--- src/remote_prep_pkg.sv ---
// Constants shared by the remote-control pulse width pre-processor.
// Assumes a single clock that is the main oscillator itself.
// What this block does
// - Reference time from count cycle and offset.
// - Reference time is (16 - n) count cycles.
// - Held count is interval in reference units.
// - Width error up to one reference time.
// - Load-offset bit copies offset into low nibble.
// - Run-enable may share write; counting starts.
// - Load-offset bit self-clears after loading.
// - Low nibble overflow reloads offset automatically.
// - Edge captures upper nibble, restarts counter.
// - Each edge capture raises interrupt request.
// - Further interrupts blocked until count read.
// - Edge-select bit picks rising or falling.
// - Upper nibble all ones: overflow, count F.
// - Run off: falling edge still interrupts.
// - Slow clock on timer forbids long cycle.
// - Low-speed mode stops counting; run-off falling edge still interrupts.
// - Load-offset is command bit zero.
// - Interrupt gated by master and enable register.
package remote_prep_pkg;

    // Register addresses on the command port.
    localparam logic [3:0] addr_offset_value_port   = 4'hd;
    localparam logic [3:0] addr_prep_command_port   = 4'he;
    localparam logic [3:0] addr_captured_count_port = 4'hd;

    // Command register fields.
    localparam int load_offset_bit   = 0;
    localparam int run_enable_bit    = 1;
    localparam int edge_rising_bit   = 2;
    localparam int short_cycle_bit   = 3;

    // Reset values.
    localparam logic [3:0] command_reset = 4'h0;
    localparam logic [3:0] offset_reset  = 4'h0;
    localparam logic [3:0] count_reset   = 4'h0;

    // Count cycles as powers of two of the oscillator period.
    localparam int short_cycle_log2 = 7;
    localparam int long_cycle_log2  = 8;
    localparam logic [7:0] divider_last_long = 8'hff;
    localparam logic [7:0] divider_last_short = 8'h7f;

    // Value that marks an overflow capture.
    localparam logic [3:0] overflow_count = 4'hf;

    // Least input level width, in oscillator periods and in clock cycles.
    localparam int min_level_periods = 192;
    localparam int clock_mhz         = 25;
    localparam int min_level_cycles  = min_level_periods;

endpackage

--- src/tick_if.sv ---
// Link between the pre-processor and its count-cycle divider.
// Assumes both ends run on the same clock.
`timescale 1ns/1ps
`default_nettype none
interface tick_if;
    logic run;
    logic short_cycle;
    logic tick;

    modport ctrl (output run, output short_cycle, input tick);
    modport gen  (input run, input short_cycle, output tick);
endinterface
`default_nettype wire

--- src/count_tick_gen.sv ---
// Divider that makes one tick per preset counter count cycle.
// Assumes the clock is the main oscillator.
`timescale 1ns/1ps
`default_nettype none
module count_tick_gen
    import remote_prep_pkg::*;
(
    // Clock and reset.
    input  wire logic i_clock,
    input  wire logic i_nrst,
    // Link to the pre-processor.
    tick_if.gen       link
);

    typedef struct packed {
        logic [7:0] div;
        logic       tick;
    } gen_state_t;

    gen_state_t state;
    gen_state_t next_state;

    // The divider restarts whenever counting stops, so a fresh start gets a full first cycle.
    always_comb begin
        logic [7:0] last;
        last = link.short_cycle ? divider_last_short : divider_last_long;
        next_state = state;
        next_state.tick = 1'b0;
        if (!link.run) begin
            next_state.div = 8'h00;
        end else if (state.div >= last) begin
            next_state.div = 8'h00;
            next_state.tick = 1'b1;
        end else begin
            next_state.div = state.div + 8'h01;
        end
    end

    // State register.
    always_ff @(posedge i_clock or negedge i_nrst) begin
        if (!i_nrst) begin
            state <= '0;
        end else begin
            state <= next_state;
        end
    end

    assign link.tick = state.tick;

endmodule
`default_nettype wire

--- src/remote_pulse_width_preprocessor.sv ---
// Remote-control pulse width pre-processor: 8-bit preset counter with capture.
// Assumes the receiver output and all command inputs are synchronous to i_clock.
`timescale 1ns/1ps
`default_nettype none
module remote_pulse_width_preprocessor
    import remote_prep_pkg::*;
(
    // Clock and reset.
    input  wire logic       i_clock,
    input  wire logic       i_nrst,
    // Register port.
    input  wire logic [3:0] i_addr,
    input  wire logic [3:0] i_wdata,
    input  wire logic       i_write,
    input  wire logic       i_read,
    output logic      [3:0] o_rdata,
    // Receiver input.
    input  wire logic       i_remote_in,
    // Processor state.
    input  wire logic       i_master_interrupt_enable,
    input  wire logic       i_interrupt_enable_register,
    input  wire logic       i_low_clock_on_timer,
    input  wire logic       i_slow_mode,
    // Interrupt request.
    output logic            o_irq
);

    typedef struct packed {
        logic [3:0] command;
        logic [3:0] offset;
        logic [7:0] counter;
        logic [3:0] count;
        logic       pending;
        logic       overflowed;
        logic       in_prev;
        logic [3:0] rdata;
        logic       irq;
    } prep_state_t;

    prep_state_t state;
    prep_state_t next_state;
    tick_if      tick_link ();

    // Count-cycle divider.
    count_tick_gen u_tick (
        .i_clock (i_clock),
        .i_nrst  (i_nrst),
        .link    (tick_link.gen)
    );

    // The long cycle is not available while the slow clock drives the interval timer.
    assign tick_link.short_cycle = state.command[short_cycle_bit] | i_low_clock_on_timer;
    assign tick_link.run = state.command[run_enable_bit] & ~i_slow_mode;

    // Decodes one strobe aimed at one register index; the write, load and count-read checks go through it, the read-data mux does not.
    function automatic logic hits(input logic strobe, input logic [3:0] addr, input logic [3:0] target);
        return strobe && (addr == target);
    endfunction

    // Next-state logic for the whole pre-processor.
    always_comb begin
        logic rise;
        logic fall;
        logic edge_hit;
        logic count_read;
        logic enabled;
        logic load_now;
        next_state = state;
        next_state.irq = 1'b0;
        next_state.in_prev = i_remote_in;
        rise = i_remote_in & ~state.in_prev;
        fall = ~i_remote_in & state.in_prev;
        edge_hit = state.command[edge_rising_bit] ? rise : fall;
        enabled = i_master_interrupt_enable & i_interrupt_enable_register;
        count_read = hits(i_read, i_addr, addr_captured_count_port);
        load_now = hits(i_write, i_addr, addr_prep_command_port) && i_wdata[load_offset_bit];

        // Read data stand in the cycle after the strobe only.
        next_state.rdata = 4'h0;
        if (i_read) begin
            case (i_addr)
                addr_captured_count_port: next_state.rdata = state.count;
                addr_prep_command_port:   next_state.rdata = state.command;
                default:                  next_state.rdata = 4'h0;
            endcase
        end
        if (count_read) begin
            next_state.pending = 1'b0;
        end

        // Software writes; a load-offset write is consumed at once.
        if (hits(i_write, i_addr, addr_offset_value_port)) begin
            next_state.offset = i_wdata;
        end
        if (hits(i_write, i_addr, addr_prep_command_port)) begin
            next_state.command = i_wdata;
            next_state.command[load_offset_bit] = 1'b0;
            if (i_wdata[load_offset_bit]) begin
                next_state.counter[3:0] = state.offset;
                next_state.overflowed = 1'b0;
            end
        end

        if (tick_link.run && !load_now) begin
            // Edges are ignored while a capture waits to be read, so the held count stays valid.
            if (edge_hit && !state.pending) begin
                // The divider keeps running across an edge, so a width may read one unit long.
                next_state.count = state.counter[7:4];
                next_state.counter = {4'h0, state.offset};
                next_state.overflowed = 1'b0;
                next_state.pending = 1'b1;
                next_state.irq = enabled;
            end else if (tick_link.tick && !state.overflowed) begin
                if (state.counter[3:0] == 4'hf) begin
                    next_state.counter[3:0] = state.offset;
                    next_state.counter[7:4] = state.counter[7:4] + 4'h1;
                    if (state.counter[7:4] == 4'he) begin
                        // Counter parks at the top until the next edge after the count is read, or until a load-offset write.
                        next_state.count = overflow_count;
                        next_state.overflowed = 1'b1;
                        next_state.pending = 1'b1;
                        next_state.irq = enabled && !state.pending;
                    end
                end else begin
                    next_state.counter[3:0] = state.counter[3:0] + 4'h1;
                end
            end
        end else if (!state.command[run_enable_bit] && fall) begin
            next_state.irq = enabled;
        end
    end

    // State register.
    always_ff @(posedge i_clock or negedge i_nrst) begin
        if (!i_nrst) begin
            state <= '{command: command_reset, offset: offset_reset, counter: 8'h00,
                       count: count_reset, pending: 1'b0, overflowed: 1'b0,
                       in_prev: 1'b0, rdata: 4'h0, irq: 1'b0};
        end else begin
            state <= next_state;
        end
    end

    assign o_rdata = state.rdata;
    assign o_irq   = state.irq;

endmodule
`default_nettype wire

--- config.mk ---
export PLATFORM = sky130hd
export DESIGN_NAME = remote_pulse_width_preprocessor
export DESIGN_NICKNAME = d
export VERILOG_FILES = /design/src/remote_prep_pkg.sv /design/src/tick_if.sv /design/src/count_tick_gen.sv /design/src/remote_pulse_width_preprocessor.sv
export SDC_FILE = /design/constraint.sdc
export NUM_CORES = 1
export LEC_CHECK = 0
export BUFFER_PORTS_ARGS = -buffer_cell sky130_fd_sc_hd__buf_2
export CORE_UTILIZATION = 61
export CTS_BUF_LIST = sky130_fd_sc_hd__clkbuf_16
export CTS_CLUSTER_SIZE = 10
export DETAILED_ROUTE_END_ITERATION = 16
export PLACE_DENSITY = 0.9
export SLEW_MARGIN = 15
export SYNTH_ARGS = -nofsm -noshare
export SYNTH_HDL_FRONTEND = slang
export SYNTH_SLANG_ARGS = --single-unit
--- constraint.sdc ---
create_clock -name i_clock -period 4.6 [get_ports i_clock]
set_input_delay 0.92 -clock i_clock [delete_from_list [all_inputs] [get_ports i_clock]]
set_output_delay 0.92 -clock i_clock [all_outputs]
set_load 0.005 [all_outputs]
# ---- After elaboration in Yosys (flattened, before gate mapping)
# Index checks and enable logic that the tools add are counted.
dict set report totals {
  ff_bits 36
  input_bits 17
  out_inout_bits 5
  wordCells 72
}
dict set report op_classes {
  addsub 3
  n_lt_le_gt_ge 1
  eq_ne 4
  mux 26
  bitwise_logic 8
  n_reduce_logical 18
}
# cell n
set ops {}
lappend ops {{14-bit two-way mux} 2}
lappend ops {{8-bit two-way mux} 3}
lappend ops {{4-bit two-way mux} 5}
lappend ops {{4-bit == test, second input constant} 4}
lappend ops {{1-bit two-way mux} 12}
lappend ops {{6-bit two-way mux} 2}
lappend ops {{10-bit two-way mux} 1}
lappend ops {{1-bit logical AND} 9}
lappend ops {{4-bit by 1-bit adder with 4-bit output, second input constant} 2}
lappend ops {{8-bit by 1-bit adder with 8-bit output, second input constant} 1}
lappend ops {{8-bit >= comparator} 1}
lappend ops {{4-bit case mux with 2 select lines} 1}
lappend ops {{2-bit nonzero test} 3}
lappend ops {{1-bit AND} 4}
lappend ops {{1-bit zero test} 4}
lappend ops {{4-bit AND reduction} 1}
lappend ops {{1-bit inverter} 3}
lappend ops {{3-bit AND reduction} 1}
lappend ops {{1-bit bitwise OR} 1}

# ---- Longest topological paths before layout
dict set report logic_depth {
  word_depth 8
  mapped_depth 6
}

# ---- Hierarchy
# From an unflattened synthesis, not the netlist that was laid out.
dict set report hier_totals {
  cells_unflattened 174
  hier_area_um2 1845.5
}
# mod instances cells_per_inst area_per_inst_um2 seq_area_each_um2
set modules_own_cells {}
lappend modules_own_cells {remote_pulse_width_preprocessor 1 131 1402.6 675.6}
lappend modules_own_cells {count_tick_gen 1 43 442.9 225.2}

# ---- Worst setup path before layout
# Ideal clock, no wire load.
dict set report synth_path {
  kind {input to register}
  from {input i_low_clock_on_timer}
  to {register u_tick.state[3] (netlist bit)}
  setup_time_ps 72
  arrival_ps 1974
  t_required_ps 4528
  setup_slack_ps 2554
  stages 5
  path_buffers 0
  cell_sequence {or2_2 > ha_1 > a41oi_1 > nand2_1 > nor2_1}
}
# element line
set synth_lines {}
lappend synth_lines {{from (decl)} remote_pulse_width_preprocessor.sv:22} ;# input wire logic i_low_clock_on_timer,
lappend synth_lines {{to (signal assigned)} count_tick_gen.sv:44} ;# state <= next_state;
lappend synth_lines {{to (decl)} count_tick_gen.sv:20} ;# gen_state_t state;

# ---- Worst setup path in the final report
dict set report layout_path {
  from {input i_slow_mode}
  to {register state[8] (netlist bit)}
}
dict set report layout_via {
  elab_chain_len 4
}
# element line
set layout_rtl {}
lappend layout_rtl {{from (decl)} remote_pulse_width_preprocessor.sv:23} ;# input wire logic i_slow_mode,
lappend layout_rtl {{1-bit inverter} remote_pulse_width_preprocessor.sv:53} ;# assign tick_link.run = state.command[run_enable_bit] & ~i_slow_mode;
lappend layout_rtl {{1-bit AND} remote_pulse_width_preprocessor.sv:53}
lappend layout_rtl {{1-bit logical AND} remote_pulse_width_preprocessor.sv:104} ;# if (tick_link.run && !load_now) begin
lappend layout_rtl {{4-bit AND reduction (no line)} -}
lappend layout_rtl {{to (signal assigned)} remote_pulse_width_preprocessor.sv:136} ;# state <= '{command: command_reset, offset: offset_reset, counter: 8'h00,
lappend layout_rtl {{to (signal assigned)} remote_pulse_width_preprocessor.sv:140} ;# state <= next_state;
lappend layout_rtl {{to (decl)} remote_pulse_width_preprocessor.sv:40} ;# prep_state_t state;
# No other way between the ends.
# A chain may end at the register's enable or synchronous reset.

==> impl_results.md <==
* Worst Slack Setup Final at 2.46 ns
* Final cell count without fillers at 213
* First-pass GRT wire length at 6260 um
* DR WL/cell at 17.3 um
* Sequential-to-total area share from yosys stat at 0.498
* Max Cap Violations at 0
* ANT cells at 0
* Initial antenna violation count at 0
* Initial core utilization at 0.651
* Synth Register Bits at 36
* Top post-synthesis cells by area: dfrtp_1, mux2_2, ha_1
* Core Area at about 0.0028 mm2
* Asr flop ratio synth at 1.00
* Cell taking the most area after synthesis: dfrtp_1
* Critical path type: in2reg
* Placed cell count at between 200 and 250
* Gp weighted congestion at 0.860
* DR iter-0 viols at 66
* Crit-path max FO at 13
* Num CTS Buffers at 5
* P per Cell Area at about 470 mW/mm2
* Worst slew pin tran at approximately 0.77 ns
* CTS tree: yes
* Detailed-route via count at about 1,300
* DR pass1 iterations at 4
* Rows at 19
* Post-CTS Setup Inserts at 0
* Synth Cell Area at 0.00181 mm2
* Post-synth top area share at 0.498
* Root buf cell: clkbuf_16
* Drt via density at 6.31
* DIE AREA at about 0.0032 mm2
* DRC at 0
* Clock Latency Late Sink at 0.28 ns
* Worst vdd ir at 0.459 mV
* GRT Total Usage at 0.266
* Final setup viols at 0
* Status: finished clean
* Share of cells above drive strength 1 at 0.231
* Pins Over Slew Limit at 0
* CTS Buffer Depth at 2
* Routed wire length at roughly 3700 um
* Die extent in y at 56.5 um
* Fin Setup TNS at 0 ns
* Post-synth EDFFs at 0
* Setup crit start kind: input pin
* Mapped Cells at 160
* Leak at 0.936 nW
* Crit path max-delay cell type: a31oi_2
* Syn avg cell area at between 10 and 15 um2
* Post-DP HPWL at 2660 um
* Synth warnings at 0
* Fin crit share at 0.466
* H-tree Lvls at 2
* Worst min-delay path class: reg2reg
* Worst path cell trace: buf_2 > nand2b_1 > a31oi_2 > a21boi_2 > o22a_1
* Input/output buffers at 21
* Syn_nets at 182
* Pre-CTS WS at ~2.2 ns
* Skew final at 0.00200 ns
* Post-cts resize count at 0
* Die width at 56.5 um
* CP Capture Type: register
* Worst path max stage delay at 0.56 ns
* Total grt overflow at 0
* Hold Violations, Final at 0
* Crit path time final at 2.14 ns
* # IOs at 22
* Clock slew seen by the registers of the worst setup and hold paths at 0.05 ns
* RSZ-0062 raised after global routing: false
* Crit path DAT at roughly 2.4 ns
* CTS sink count at 36
* Required @ worst endpoint at 4.82 ns
* Vias in the first global route at 1,401
* Main synth FF type: dfrtp_1
* DRT antenna net count at 0
* Filler cells at 196
* Unique masters post-synth at 47
* # hold bufs at CTS at 0
* Largest net degree at the start of global routing at 37
* Overall power at 0.954 mW
* Fin nets at 204
* Synth-to-layout area growth at 13.0%
* Max-slew headroom at 0.489
* Max Freq at 466 MHz
==> flip-flops by register name, indices dropped and copies added (netlist names) <==
signal,cells
u_tick.link.tick,1
o_irq,1
u_tick.state,8
o_rdata,4
state,22
==> per-layer routing <==
layer  track usage  part of all wire
met1         0.310              0.42
met2         0.442              0.51
met3        0.0853             0.043
met4         0.129             0.027
met5             0                 0
==> Yosys cell counts (2+ instances only) <==
cell	n
and3_1	7
nand4b_1	2
o21ai_0	3
dfrtp_1	36
mux2_2	6
inv_1	4
nand4_1	3
nand3_1	8
nor2_1	14
nand2_1	8
o22a_1	4
buf_4	5
nor2b_1	4
and2_1	4
nor3_1	2
a32o_1	2
xnor2_1	2
o211ai_1	2
xor2_1	4
o221a_1	3
nand2b_1	4
o21ai_1	2
a22oi_1	3
ha_1	5
==> cell usage in the layout (no fill, tap or decap), types with 5 or more instances in the layout <==
master	n
and3_1	7
buf_2	21
clkbuf_16	5
dfrtp_1	36
ha_1	5
mux2_2	6
nand2_1	8
nand3_1	8
nor2_1	14
==> through the flow <==
step                      utilization  instance area, um2  hold WS, ns
after floorplan                     -                1810        0.448
after CTS                       0.735                2050        0.483
after global routing            0.735                2050        0.499
final                           0.735                2050        0.482
after detailed placement        0.688                1910        0.477
after global placement          0.688                1910        0.474
==> final cells by class <==
| class | instances | area [um2] | area share |
|---|---|---|---|
| repair buffers | 21 | 105 | 0.0514 |
| flip-flops and latches | 36 | 901 | 0.440 |
| inverters | 4 | 15.0 | 0.00734 |
| well taps | 31 | 38.8 | 0.0190 |
| clock inverters | 2 | 7.51 | 0.00367 |
| multi-input cells | 114 | 853 | 0.417 |
| clock buffers | 5 | 125 | 0.0612 |
==> where the power goes <==
group / switching, mW / total, mW / internal, mW
Combinational: 0.0971 / 0.194 / 0.0973
Clock: 0.115 / 0.309 / 0.193
Sequential: 0.0666 / 0.450 / 0.384
Total: 0.279 / 0.954 / 0.674
==> critical path: cells and delay by family <==
kind,cells,cell delay [ns]
buffers and inverters,1,0.10
and+or+nand+nor,1,0.25
AOI/OAI and AO/OA,3,1.08
==> cells by family (layout without fill, tap and decap cells) <==
logic type	after synthesis	in the layout	share of synthesized area
DFF	36	36	0.498
muxes	7	7	0.0428
xor gates and xnor gates	6	6	0.0290
buffers and inverters	10	32	0.0311
and+or+nand+nor	65	65	0.212
adders and majority gates	5	5	0.0346
AOI/OAI and AO/OA	31	31	0.153
==> final timing paths <==
check                                     startpoint                   endpoint  slack, ns  cells after the start
max                                      i_slow_mode       state[8]$_DFFE_PN0P_       2.46                      5
min                        u_tick.state[1]$_DFF_PN0_  u_tick.state[1]$_DFF_PN0_       0.48                      1
max reg2reg                    state[25]$_DFFE_PN0N_       state[8]$_DFFE_PN0P_       2.84                      4
min reg2reg                u_tick.state[1]$_DFF_PN0_  u_tick.state[1]$_DFF_PN0_       0.48                      1
max in group asynchronous                     i_nrst            o_irq$_DFF_PN0_       3.40                      1
min in group asynchronous                     i_nrst  u_tick.state[3]$_DFF_PN0_       0.72                      1
Note: power is estimated with default switching activity, not from simulation.
